==> src/rtl/flash_prog_pkg.sv <==
// Constants shared by the serial flash program/read sequencer and its FIFO.
// Assumes a single 250 MHz core clock; the serial link is oversampled by it.
package flash_prog_pkg;

  // Core clock period
  localparam int CLK_PERIOD_NS = 4;

  // Self-timed program durations (plain defaults, not device figures)
  localparam int PAGE_PROGRAM_TIME_NS = 8000;
  localparam int BYTE_PROGRAM_TIME_NS = 2000;

  // Least times, rounded up to whole cycles
  localparam int PAGE_PROGRAM_CYC = (PAGE_PROGRAM_TIME_NS + CLK_PERIOD_NS - 1) / CLK_PERIOD_NS;
  localparam int BYTE_PROGRAM_CYC = (BYTE_PROGRAM_TIME_NS + CLK_PERIOD_NS - 1) / CLK_PERIOD_NS;
  localparam int TIMER_W          = 12;

  // Command opcodes
  localparam logic [7:0] OP_PROGRAM      = 8'h02;
  localparam logic [7:0] OP_DUAL_PROGRAM = 8'hA2;
  localparam logic [7:0] OP_DUAL_READ    = 8'h3B;

  // Array geometry
  localparam logic [7:0]  ERASED_BYTE = 8'hFF;
  localparam int          PAGE_BYTES  = 256;
  localparam logic [8:0]  PAGE_FULL   = 9'h100;
  localparam logic [7:0]  PAGE_LAST   = 8'hFF;
  localparam int          ARRAY_AW    = 22;
  localparam logic [21:0] ARRAY_TOP   = 22'h3FFFFF;
  localparam int          SECTOR_LSB  = 16;
  localparam int          SECTORS     = 64;
  localparam logic [1:0]  ADDR_LAST   = 2'h2;

  // Write FIFO between page buffer and array
  localparam int FIFO_DEPTH = 16;
  localparam int FIFO_W     = ARRAY_AW + 8;

  // Serial command phase
  typedef enum logic [2:0] {
    ST_OPCODE = 3'h0,
    ST_ADDR   = 3'h1,
    ST_DUMMY  = 3'h2,
    ST_READ   = 3'h3,
    ST_DATA   = 3'h4,
    ST_IGNORE = 3'h5
  } link_state_t;

  // Internal program cycle
  typedef enum logic [1:0] {
    P_IDLE = 2'h0,
    P_SCAN = 2'h1,
    P_WAIT = 2'h2
  } prog_state_t;

endpackage

==> src/rtl/sync_fifo.sv <==
// Small synchronous FIFO with valid/ready on both sides.
// Assumes DEPTH is a power of two; storage is flip-flops.
`timescale 1ns/1ns
`default_nettype none
module sync_fifo #(
  parameter int WIDTH = 8,
  parameter int DEPTH = 16
) (
  input  wire logic             clock,
  input  wire logic             rst,
  input  wire logic             in_valid,
  output logic                  in_ready,
  input  wire logic [WIDTH-1:0] in_data,
  output logic                  out_valid,
  input  wire logic             out_ready,
  output logic      [WIDTH-1:0] out_data
);

  localparam int AW = $clog2(DEPTH);

  logic [WIDTH-1:0] mem_r [DEPTH];  // Storage words
  logic [AW:0]      wr_ptr_r;       // Write pointer with wrap bit
  logic [AW:0]      rd_ptr_r;       // Read pointer with wrap bit
  logic             full;
  logic             empty;

  // Full when pointers differ only in the wrap bit
  assign full      = (wr_ptr_r[AW] != rd_ptr_r[AW]) && (wr_ptr_r[AW-1:0] == rd_ptr_r[AW-1:0]);
  assign empty     = (wr_ptr_r == rd_ptr_r);
  assign in_ready  = !full;
  assign out_valid = !empty;
  assign out_data  = mem_r[rd_ptr_r[AW-1:0]];

  // Word storage, no reset needed
  always_ff @(posedge clock) begin
    if (in_valid && !full) begin
      mem_r[wr_ptr_r[AW-1:0]] <= in_data;
    end
  end

  // Pointers
  always_ff @(posedge clock or posedge rst) begin
    if (rst) begin
      wr_ptr_r <= '0;
      rd_ptr_r <= '0;
    end else begin
      if (in_valid && !full) begin
        wr_ptr_r <= wr_ptr_r + 1'b1;
      end
      if (out_ready && !empty) begin
        rd_ptr_r <= rd_ptr_r + 1'b1;
      end
    end
  end

endmodule
`default_nettype wire

==> src/rtl/flash_prog_seq.sv <==
// Serial flash command sequencer: byte/page program, dual-input program
// and dual-output array read, behind oversampled SPI pins (mode 0/3).
// Assumes serial clock well below a quarter of the core clock; array
// read data is valid one core cycle after read_addr changes.
//
// How it works
// Read streams from address zero after top, no gap
// Chip select high ends read, outputs tristated
// Program accepted only with write enable latch set
// Unsent page bytes stay erased, never written
// Opcode 02h, three address bytes, data buffered
// One to 256 data bytes per command
// Data past page end wraps within page
// Over 256 bytes keeps only last 256
// Chip select rise programs buffer from start address
// Self-timed, byte time for one byte, else page
// Incomplete address, data or byte boundary aborts
// Protected or locked sector is not programmed
// Any abort clears write enable latch
// Busy reported while programming
// Write enable latch cleared before program completes
// Failed byte sets program/erase error flag
// Opcode A2h takes data two bits per clock
// Host sends bit 7 on upper pin first
// Opcode 3Bh, address, dummy, two bits out
// Read address counter wraps top to zero
// Busy held until cycle ends, then ready
`timescale 1ns/1ns
`default_nettype none
module flash_prog_seq
  import flash_prog_pkg::*;
(
  input  wire logic                clock,
  input  wire logic                rst,
  input  wire logic                chip_select_n,
  input  wire logic                serial_clock,
  input  wire logic                serial_in,
  input  wire logic                dual_in_upper_pin_in,
  output logic                     dual_in_upper_pin_out,
  output logic                     dual_in_upper_pin_oe,
  output logic                     second_io_pin_out,
  output logic                     second_io_pin_oe,
  input  wire logic                write_enable_set,
  input  wire logic [SECTORS-1:0]  protect_map,
  input  wire logic [SECTORS-1:0]  lockdown_map,
  output logic      [ARRAY_AW-1:0] read_addr,
  input  wire logic [7:0]          read_data,
  output logic                     array_wr_valid,
  input  wire logic                array_wr_ready,
  output logic      [ARRAY_AW-1:0] array_wr_addr,
  output logic      [7:0]          array_wr_data,
  input  wire logic                program_fail,
  output logic                     write_enable_latch,
  output logic                     busy,
  output logic                     program_erase_error_flag
);

  // Pin synchronisers: {cs_n, sck, si, upper pin}
  logic [3:0]  sync1_r;
  logic [3:0]  sync2_r;
  logic        sck_prev_r;          // Previous synced clock level
  logic        cs_prev_r;           // Previous synced select level
  logic        cs_hi;
  logic        sck_rise;
  logic        sck_fall;
  logic        cs_rise;

  // Serial shifter
  link_state_t state_r;             // Command phase
  logic [2:0]  bit_cnt_r;           // Bits within current byte
  logic [2:0]  bit_nxt;
  logic [7:0]  shift_r;
  logic [7:0]  shift_nxt;
  logic        byte_done;           // Full byte just completed
  logic        dual_in;             // Two bits per clock
  logic        dual_r;              // Command is dual-input program
  logic        is_read_r;           // Command is dual-output read
  logic [1:0]  hdr_cnt_r;           // Address bytes seen
  logic [23:0] addr_r;              // Start address

  // Page buffer
  logic [7:0]  buf_r [PAGE_BYTES];
  logic [PAGE_BYTES-1:0] mask_r;    // Bytes that received data
  logic [7:0]  wptr_r;              // Buffer write index
  logic [8:0]  count_r;             // Data bytes, saturating at a page
  logic        data_start;
  logic        data_store;

  // Program control
  logic        wel_r;
  logic        busy_r;
  logic        err_r;
  logic        prog_cmd_active;
  logic        frame_ok;
  logic        prot;
  logic        prog_start;
  logic        prog_abort;
  prog_state_t prog_r;
  logic [7:0]  idx_r;               // Scan index over the page
  logic [ARRAY_AW-9:0] page_r;      // Page being programmed
  logic [TIMER_W-1:0]  timer_r;     // Remaining program time

  // FIFO and output stage
  logic              fifo_in_valid;
  logic              fifo_in_ready;
  logic [FIFO_W-1:0] fifo_out_data;
  logic              fifo_out_valid;
  logic              fifo_out_ready;
  logic              advance;
  logic              wr_valid_r;
  logic [FIFO_W-1:0] wr_word_r;

  // Read output
  logic [ARRAY_AW-1:0] rd_addr_r;
  logic [1:0]          pair_r;      // Bit pair within output byte
  logic [7:0]          out_shift_r;
  logic                so_r;
  logic                sio_r;
  logic                oe_r;

  // Two-stage synchronisers, select idles high
  always_ff @(posedge clock or posedge rst) begin
    if (rst) begin
      sync1_r    <= 4'h8;
      sync2_r    <= 4'h8;
      sck_prev_r <= 1'b0;
      cs_prev_r  <= 1'b1;
    end else begin
      sync1_r    <= {chip_select_n, serial_clock, serial_in, dual_in_upper_pin_in};
      sync2_r    <= sync1_r;
      sck_prev_r <= sync2_r[2];
      cs_prev_r  <= sync2_r[3];
    end
  end

  // Edge detection only on the second stage
  assign cs_hi    = sync2_r[3];
  assign sck_rise = !cs_hi && sync2_r[2] && !sck_prev_r;
  assign sck_fall = !cs_hi && !sync2_r[2] && sck_prev_r;
  assign cs_rise  = cs_hi && !cs_prev_r;

  // Next shift value; dual data puts bit 7 on the upper pin
  always_comb begin
    dual_in   = (state_r == ST_DATA) && dual_r;
    bit_nxt   = dual_in ? bit_cnt_r + 3'h2 : bit_cnt_r + 3'h1;
    shift_nxt = dual_in ? {shift_r[5:0], sync2_r[0], sync2_r[1]}
                        : {shift_r[6:0], sync2_r[1]};
    byte_done = sck_rise && (bit_nxt == 3'h0);
  end

  // Bit counter and shifter; only the counter clears between frames
  always_ff @(posedge clock or posedge rst) begin
    if (rst) begin
      bit_cnt_r <= 3'h0;
      shift_r   <= 8'h00;
    end else if (cs_hi) begin
      bit_cnt_r <= 3'h0;
    end else if (sck_rise) begin
      bit_cnt_r <= bit_nxt;
      shift_r   <= shift_nxt;
    end
  end

  // Command phase sequencing
  always_ff @(posedge clock or posedge rst) begin
    if (rst) begin
      state_r   <= ST_OPCODE;
      hdr_cnt_r <= 2'h0;
      dual_r    <= 1'b0;
      is_read_r <= 1'b0;
      addr_r    <= 24'h000000;
    end else if (cs_hi) begin
      state_r   <= ST_OPCODE;
      hdr_cnt_r <= 2'h0;
    end else if (byte_done) begin
      unique case (state_r)
        ST_OPCODE: begin
          dual_r    <= (shift_nxt == OP_DUAL_PROGRAM);
          is_read_r <= (shift_nxt == OP_DUAL_READ);
          // Program needs the latch and an idle array
          if ((shift_nxt == OP_PROGRAM || shift_nxt == OP_DUAL_PROGRAM)
              && wel_r && !busy_r) begin
            state_r <= ST_ADDR;
          end else if (shift_nxt == OP_DUAL_READ && !busy_r) begin
            state_r <= ST_ADDR;
          end else begin
            state_r <= ST_IGNORE;
          end
        end
        ST_ADDR: begin
          addr_r    <= {addr_r[15:0], shift_nxt};
          hdr_cnt_r <= hdr_cnt_r + 2'h1;
          if (hdr_cnt_r == ADDR_LAST) begin
            state_r <= is_read_r ? ST_DUMMY : ST_DATA;
          end
        end
        // Dummy byte discarded, output starts next falling edge
        ST_DUMMY: state_r <= ST_READ;
        // Data, read and ignore phases hold until select rises
        default:  state_r <= state_r;
      endcase
    end
  end

  assign data_start = byte_done && state_r == ST_ADDR && hdr_cnt_r == ADDR_LAST && !is_read_r;
  assign data_store = byte_done && state_r == ST_DATA;

  // Page buffer contents, preset erased at each program command
  always_ff @(posedge clock) begin
    if (data_start) begin
      for (int i = 0; i < PAGE_BYTES; i++) begin
        buf_r[i] <= ERASED_BYTE;
      end
    end else if (data_store) begin
      buf_r[wptr_r] <= shift_nxt;
    end
  end

  // Buffer index, fill mask and byte count
  always_ff @(posedge clock or posedge rst) begin
    if (rst) begin
      wptr_r  <= 8'h00;
      count_r <= 9'h000;
      mask_r  <= '0;
    end else if (data_start) begin
      wptr_r  <= shift_nxt;
      count_r <= 9'h000;
      mask_r  <= '0;
    end else if (data_store) begin
      // Eight-bit index wraps inside the page; oldest bytes overwritten
      wptr_r         <= wptr_r + 8'h01;
      mask_r[wptr_r] <= 1'b1;
      if (count_r != PAGE_FULL) begin
        count_r <= count_r + 9'h001;
      end
    end
  end

  // End-of-frame checks
  assign prog_cmd_active = (state_r == ST_ADDR && !is_read_r) || state_r == ST_DATA;
  assign frame_ok        = (bit_cnt_r == 3'h0) && (count_r != 9'h000);
  assign prot            = protect_map[addr_r[ARRAY_AW-1:SECTOR_LSB]]
                         | lockdown_map[addr_r[ARRAY_AW-1:SECTOR_LSB]];
  assign prog_start      = cs_rise && state_r == ST_DATA && frame_ok && !prot;
  assign prog_abort      = cs_rise && prog_cmd_active && !prog_start;

  // Write enable latch; device clears win over the host set
  always_ff @(posedge clock or posedge rst) begin
    if (rst) begin
      wel_r <= 1'b0;
    end else if (prog_abort) begin
      wel_r <= 1'b0;
    end else if (prog_start) begin
      wel_r <= 1'b0;
    end else if (write_enable_set && !busy_r) begin
      wel_r <= 1'b1;
    end
  end

  // Program cycle: scan the page, push filled bytes, wait out the time
  assign fifo_in_valid = (prog_r == P_SCAN) && mask_r[idx_r];
  assign advance       = (prog_r == P_SCAN) && (!mask_r[idx_r] || fifo_in_ready);

  always_ff @(posedge clock or posedge rst) begin
    if (rst) begin
      prog_r <= P_IDLE;
      busy_r <= 1'b0;
      idx_r  <= 8'h00;
      page_r <= '0;
    end else begin
      unique case (prog_r)
        P_IDLE: begin
          if (prog_start) begin
            busy_r <= 1'b1;
            idx_r  <= 8'h00;
            page_r <= addr_r[ARRAY_AW-1:8];
            prog_r <= P_SCAN;
          end
        end
        P_SCAN: begin
          if (advance) begin
            idx_r <= idx_r + 8'h01;
            if (idx_r == PAGE_LAST) begin
              prog_r <= P_WAIT;
            end
          end
        end
        P_WAIT: begin
          // Ready only once time elapsed and every byte reached the array
          if (timer_r == '0 && !fifo_out_valid && !wr_valid_r) begin
            busy_r <= 1'b0;
            prog_r <= P_IDLE;
          end
        end
        default: prog_r <= P_IDLE;
      endcase
    end
  end

  // Self-timed duration, shorter for a single byte
  always_ff @(posedge clock or posedge rst) begin
    if (rst) begin
      timer_r <= '0;
    end else if (prog_start) begin
      timer_r <= (count_r == 9'h001) ? TIMER_W'(BYTE_PROGRAM_CYC)
                                     : TIMER_W'(PAGE_PROGRAM_CYC);
    end else if (timer_r != '0) begin
      timer_r <= timer_r - 1'b1;
    end
  end

  // Error flag; a failure report wins over the clear at a new start
  always_ff @(posedge clock or posedge rst) begin
    if (rst) begin
      err_r <= 1'b0;
    end else if (program_fail && busy_r) begin
      err_r <= 1'b1;
    end else if (prog_start) begin
      err_r <= 1'b0;
    end
  end

  // Byte writes queue here so a slow array stalls the scan
  sync_fifo #(
    .WIDTH (FIFO_W),
    .DEPTH (FIFO_DEPTH)
  ) u_wr_fifo (
    .clock     (clock),
    .rst       (rst),
    .in_valid  (fifo_in_valid),
    .in_ready  (fifo_in_ready),
    .in_data   ({page_r, idx_r, buf_r[idx_r]}),
    .out_valid (fifo_out_valid),
    .out_ready (fifo_out_ready),
    .out_data  (fifo_out_data)
  );

  assign fifo_out_ready = !wr_valid_r || array_wr_ready;

  // Registered array write port
  always_ff @(posedge clock or posedge rst) begin
    if (rst) begin
      wr_valid_r <= 1'b0;
      wr_word_r  <= '0;
    end else if (fifo_out_ready) begin
      wr_valid_r <= fifo_out_valid;
      wr_word_r  <= fifo_out_data;
    end
  end

  // Dual-output read: two bits per falling edge, MSB on the upper pin
  always_ff @(posedge clock or posedge rst) begin
    if (rst) begin
      rd_addr_r   <= '0;
      pair_r      <= 2'h0;
      out_shift_r <= 8'h00;
      so_r        <= 1'b0;
      sio_r       <= 1'b0;
      oe_r        <= 1'b0;
    end else if (cs_hi) begin
      oe_r   <= 1'b0;
      pair_r <= 2'h0;
    end else if (byte_done && state_r == ST_ADDR && hdr_cnt_r == ADDR_LAST && is_read_r) begin
      rd_addr_r <= {addr_r[13:0], shift_nxt};
    end else if (sck_fall && state_r == ST_READ) begin
      oe_r   <= 1'b1;
      pair_r <= pair_r + 2'h1;
      if (pair_r == 2'h0) begin
        so_r        <= read_data[7];
        sio_r       <= read_data[6];
        out_shift_r <= {read_data[5:0], 2'b00};
        // Counter rolls from top to zero with no gap
        rd_addr_r   <= rd_addr_r + 1'b1;
      end else begin
        so_r        <= out_shift_r[7];
        sio_r       <= out_shift_r[6];
        out_shift_r <= {out_shift_r[5:0], 2'b00};
      end
    end
  end

  // Outputs, all from flip-flops
  assign dual_in_upper_pin_out    = so_r;
  assign dual_in_upper_pin_oe     = oe_r;
  assign second_io_pin_out        = sio_r;
  assign second_io_pin_oe         = oe_r;
  assign read_addr                = rd_addr_r;
  assign array_wr_valid           = wr_valid_r;
  assign array_wr_addr            = wr_word_r[FIFO_W-1:8];
  assign array_wr_data            = wr_word_r[7:0];
  assign write_enable_latch       = wel_r;
  assign busy                     = busy_r;
  assign program_erase_error_flag = err_r;
endmodule
`default_nettype wire

==> config.mk <==
export PLATFORM = sky130hd
export DESIGN_NAME = flash_prog_seq
export DESIGN_NICKNAME = d
export VERILOG_FILES = /design/src/rtl/flash_prog_pkg.sv /design/src/rtl/sync_fifo.sv /design/src/rtl/flash_prog_seq.sv
export SDC_FILE = /design/constraint.sdc
export NUM_CORES = 2
export LEC_CHECK = 0
export BUFFER_PORTS_ARGS = -buffer_cell sky130_fd_sc_hd__buf_2
export CORE_AREA = 2 2 465 467
export CTS_CLUSTER_SIZE = 20
export DETAILED_ROUTE_END_ITERATION = 12
export DIE_AREA = 0 0 467 469
export PLACE_DENSITY = 0.79
export SLEW_MARGIN = 20
export SYNTH_ARGS = -nofsm -noshare
export SYNTH_HDL_FRONTEND = slang
export SYNTH_SLANG_ARGS = --single-unit
==> constraint.sdc <==
create_clock -name clock -period 30.4 [get_ports clock]
set_input_delay 4.56 -clock clock [delete_from_list [all_inputs] [get_ports clock]]
set_output_delay 4.56 -clock clock [all_outputs]
set_load 0.02 [all_outputs]
==> metrics list <==
* Result of the run: complete, no violations
* Area taken by multi-input logic gates: 0.0381 mm2
- Most common cell after layout, fill and taps aside: edfxtp_1
- The final count of hold timing violations came to 0.
* Number of port buffers: 204
- Crit path DAT: 7.67 ns
* FF/Latch Area: 0.0868 mm2
- Fin util: 0.660
* Portion of the post-synthesis area used by sequential elements: 0.680
* Number of cells on the critical path: 11
* Class of the tightest hold or removal check: register to register
* P per Cell Area: 59.1 mW/mm2
* Area of the placeable core: 0.214 mm2
* Worst path setup slack after routing: 23.29 ns
- Total chip power: 8.34 mW
- After clock tree synthesis, the clock-pin slew on the worst setup and hold paths is 0.06 ns.
* First drt pass iteration count: 6
- TritonCTS built the clock tree.
- Counting the buffers created by CTS gives 310.
- Clock Sinks: 2,963
* TNS Setup: 0 ns
- Yosys printed 0 warnings.
- A synthesized cell averages 15.6 um2.
* DRC violation count after routing: 0
- For the finished layout, the period the worst path requires is 7.11 ns.
- In this run the horizontal extent of the chip is 467 um.
- Number of buffer and inverter instances along the worst setup path: 3
- Number of pins exceeding their max-slew limit in the final report: 0
- Number of buffers on the longest clock path: 4
- In this run the core area contains 170 standard-cell rows.
* Least-Margin Pin Slew: 1.34 ns
- In the final design database the tool counted 8,381 nets.
- Number of enable-type register cells in the synthesized netlist: 2,528
- In this run the vertical extent of the chip is 469 um.
- At the placement stage, the worst setup path has a slack of 22.23 ns.
* Commonest cells after routing, fill and taps aside: edfxtp_1 (2,528), nand2_1 (1,858), mux4_2 (900)
* Iter 0 DRT Violations: 11.4k
- Synthesis produced a netlist with a net count of 8,336.
- FILL cells: 13.7k
- The cell count after synthesis came out at 8,171.
- DP Cell Count: 10.7k
- Ys async rst share: 0.147
* Full die area: 0.219 mm2
- Top delay family on crit path: buffers and inverters
* Global-route wire length before repair: 503,000 um
- Via density: 6.78
- For this run, the slowest stage of the critical path takes 0.95 ns.
- Flop and latch count out of synthesis: 2,963
* Number of buffers added to fix hold violations after cts: 0
- Clock skew on the completed layout was measured at 0.0666 ns.
- In this run the worst path has a maximum fanout of 36.
- Number of global-route vias before repair: 76.0k
- The tree is rooted in a clkbuf_16.
- Pin count of the biggest net entering global routing: 204
- The number of gates resized after CTS was 0.
- Wirelength per Cell: 30.0 um
- Summed over all cells, the static leakage comes to 51.9 nW.
- During I/O placement, the number of pins put on the boundary was 205.
* Total vias in the final route: 76.5k
- Data required time at the worst endpoint: 30.96 ns
- In this run the post-CTS setup repair buffer count came out at 0.
* Area grow syn2layout: 10.6%
- Among all stages on the critical path, the largest delay is contributed by dfrtp_4.
- Area of the mapped netlist: 0.128 mm2
* Type of the worst setup path: register to register
- Antenna-violating nets left: 0
- Proportion of layout cells with a drive suffix above 1: 0.224
- The worst register-to-register path has a depth of 11.
- Initial antenna violation count: 20
* CP startpoint kind: register
* Total track usage: 0.312
* Setup repair after global routing missed its margin: no
* Highest clock rate: 141 MHz
- IR drop worst, VDD: 66.1 uV
- Setup violations remaining at the end of the flow were counted as 0.
- The number of different library cells used by synthesis comes to 67.
* Category of the worst setup path capture point: register
- Walking the worst path, the cells encountered are buf_4 > buf_4 > buf_4 > mux4_2 > mux2i_1 > a31o_2 > a221oi_2 > a2111oi_2 > nor4_4 > nand2_1 > nor2_4.
- Last weighted congestion value of the routability-driven placer: 0.894
* Detailed placement HPWL: 203,000 um
- In this run the number of H-tree levels came out at 5.
- Among all flip-flop cells after synthesis, the most frequent one is edfxtp_1.
- The routed design has 339,000 um of wire.
- Max-cap violations in this run came to 0.
- Starting density of the core: 0.597
- In the finished design, the share of the clock period the worst path needs comes to 0.234.
* Number of instances on the worst hold path: 0
- Most used cell, CP: buf_4
* Global route total overflow: 0
- Headroom to the max-slew limit came out at 0.108.
- Clock latency on the worst-skew pair, taken at its later pin, is 0.96 ns.
* Number of standard cells in the layout, taps in and fillers out: 11.3k
## cell usage after synthesis (all sizes together) (11+ instances only)
cell type / instances / area share
ha: 20 / 0.0020
nor3b: 11 / 0.00065
nand2b: 14 / 0.00069
clkbuf: 577 / 0.017
nor2b: 14 / 0.00069
o21ai: 291 / 0.011
or3: 258 / 0.013
dfrtp: 432 / 0.085
buf: 121 / 0.0053
nand4: 21 / 0.0010
inv: 32 / 0.00094
nand3: 57 / 0.0022
nor3: 48 / 0.0020
xnor2: 35 / 0.0024
a21oi: 57 / 0.0022
mux2i: 41 / 0.0032
edfxtp: 2528 / 0.60
nor2: 373 / 0.011
mux4: 900 / 0.16
nand2: 1869 / 0.055
xor2: 23 / 0.0016
a21o: 262 / 0.015
mux2: 74 / 0.0065
## per-stage QoR
stage	cell area [um2]	hold WS, ns
floorplan	128000	0.331
detailed placement	131000	0.335
finish	141000	0.347
global route	141000	0.363
global placement	131000	0.336
CTS	141000	0.350
## sequential cells by signal, indices dropped and copies added, names as in the netlist, 3 cells and up
| signal | flops |
|---|---|
| out_shift_r | 6 |
| wptr_r | 8 |
| idx_r | 8 |
| page_r | 14 |
| timer_r | 12 |
| shift_r | 7 |
| u_wr_fifo.wr_ptr_r | 5 |
| u_wr_fifo.mem_r | 480 |
| read_addr | 22 |
| bit_cnt_r | 3 |
| state_r | 3 |
| addr_r | 22 |
| sync1_r | 4 |
| wr_word_r | 30 |
| sync2_r | 4 |
| count_r | 9 |
| u_wr_fifo.rd_ptr_r | 5 |
| mask_r | 256 |
| buf_r | 2048 |
## power breakdown
part	switching [mW]	internal (mW)	leakage, nW	total [mW]
Sequential	0.00824	4.36	34.1	4.37
Combinational	0.269	0.0426	13.0	0.311
Clock	1.54	2.12	4.72	3.67
## routing by layer
layer	vias to the layer above	wire length [um]	track usage
met1	38863	117000	0.424
met5	-	269	0.00433
met2	5623	162000	0.484
li1	30977	-	-
met3	1052	43200	0.0772
met4	28	17300	0.141
## worst register-to-register path, cell delays in order (launching register included)
cell,delay (ns)
dfrtp_4,0.95
buf_4,0.70
buf_4,0.73
buf_4,0.75
mux4_2,0.44
mux2i_1,0.09
a31o_2,0.28
a221oi_2,0.77
a2111oi_2,0.22
nor4_4,0.51
nand2_1,0.40
nor2_4,0.88
## layout make-up
| type | count | share of cell area |
|---|---|---|
| clock inverter | 104 | 0.00609 |
| multi-input combinational | 4477 | 0.270 |
| sequential | 2963 | 0.615 |
| timing repair buffer | 431 | 0.0203 |
| tap | 2838 | 0.0252 |
| antenna | 7 | 0.000124 |
| clock buffer | 444 | 0.0622 |
| inverter | 33 | 0.000931 |
## worst paths after layout
| path | end | slack, ns | from |
|---|---|---|---|
| setup / recovery | u_wr_fifo.mem_r[12][5]$_DFFE_PP_ | 23.29 | idx_r[0]$_DFFE_PP0P_ |
| setup reg to reg | u_wr_fifo.mem_r[12][5]$_DFFE_PP_ | 23.29 | idx_r[0]$_DFFE_PP0P_ |
| max in group asynchronous | mask_r[173]$_DFFE_PP0P_ | 23.60 | rst |
| hold reg to reg | sync2_r[1]$_DFF_PP0_ | 0.35 | sync1_r[1]$_DFF_PP0_ |
| min in group asynchronous | wr_word_r[22]$_DFFE_PP0N_ | 3.79 | rst |
| hold / removal | sync2_r[1]$_DFF_PP0_ | 0.35 | sync1_r[1]$_DFF_PP0_ |
## kinds of logic (layout without fill, tap and decap cells)
family,count (synthesis),count (layout),synth area share
AOI/OAI and AO/OA,667,667,0.0329
other,0,7,0
DFF,2963,2963,0.680
and+or+nand+nor,2717,2717,0.0889
adders and majority gates,20,20,0.00196
buffers and inverters,731,1012,0.0232
muxes,1015,1015,0.169
xor gates and xnor gates,58,58,0.00398
Note: power is estimated with default switching activity, not from simulation.
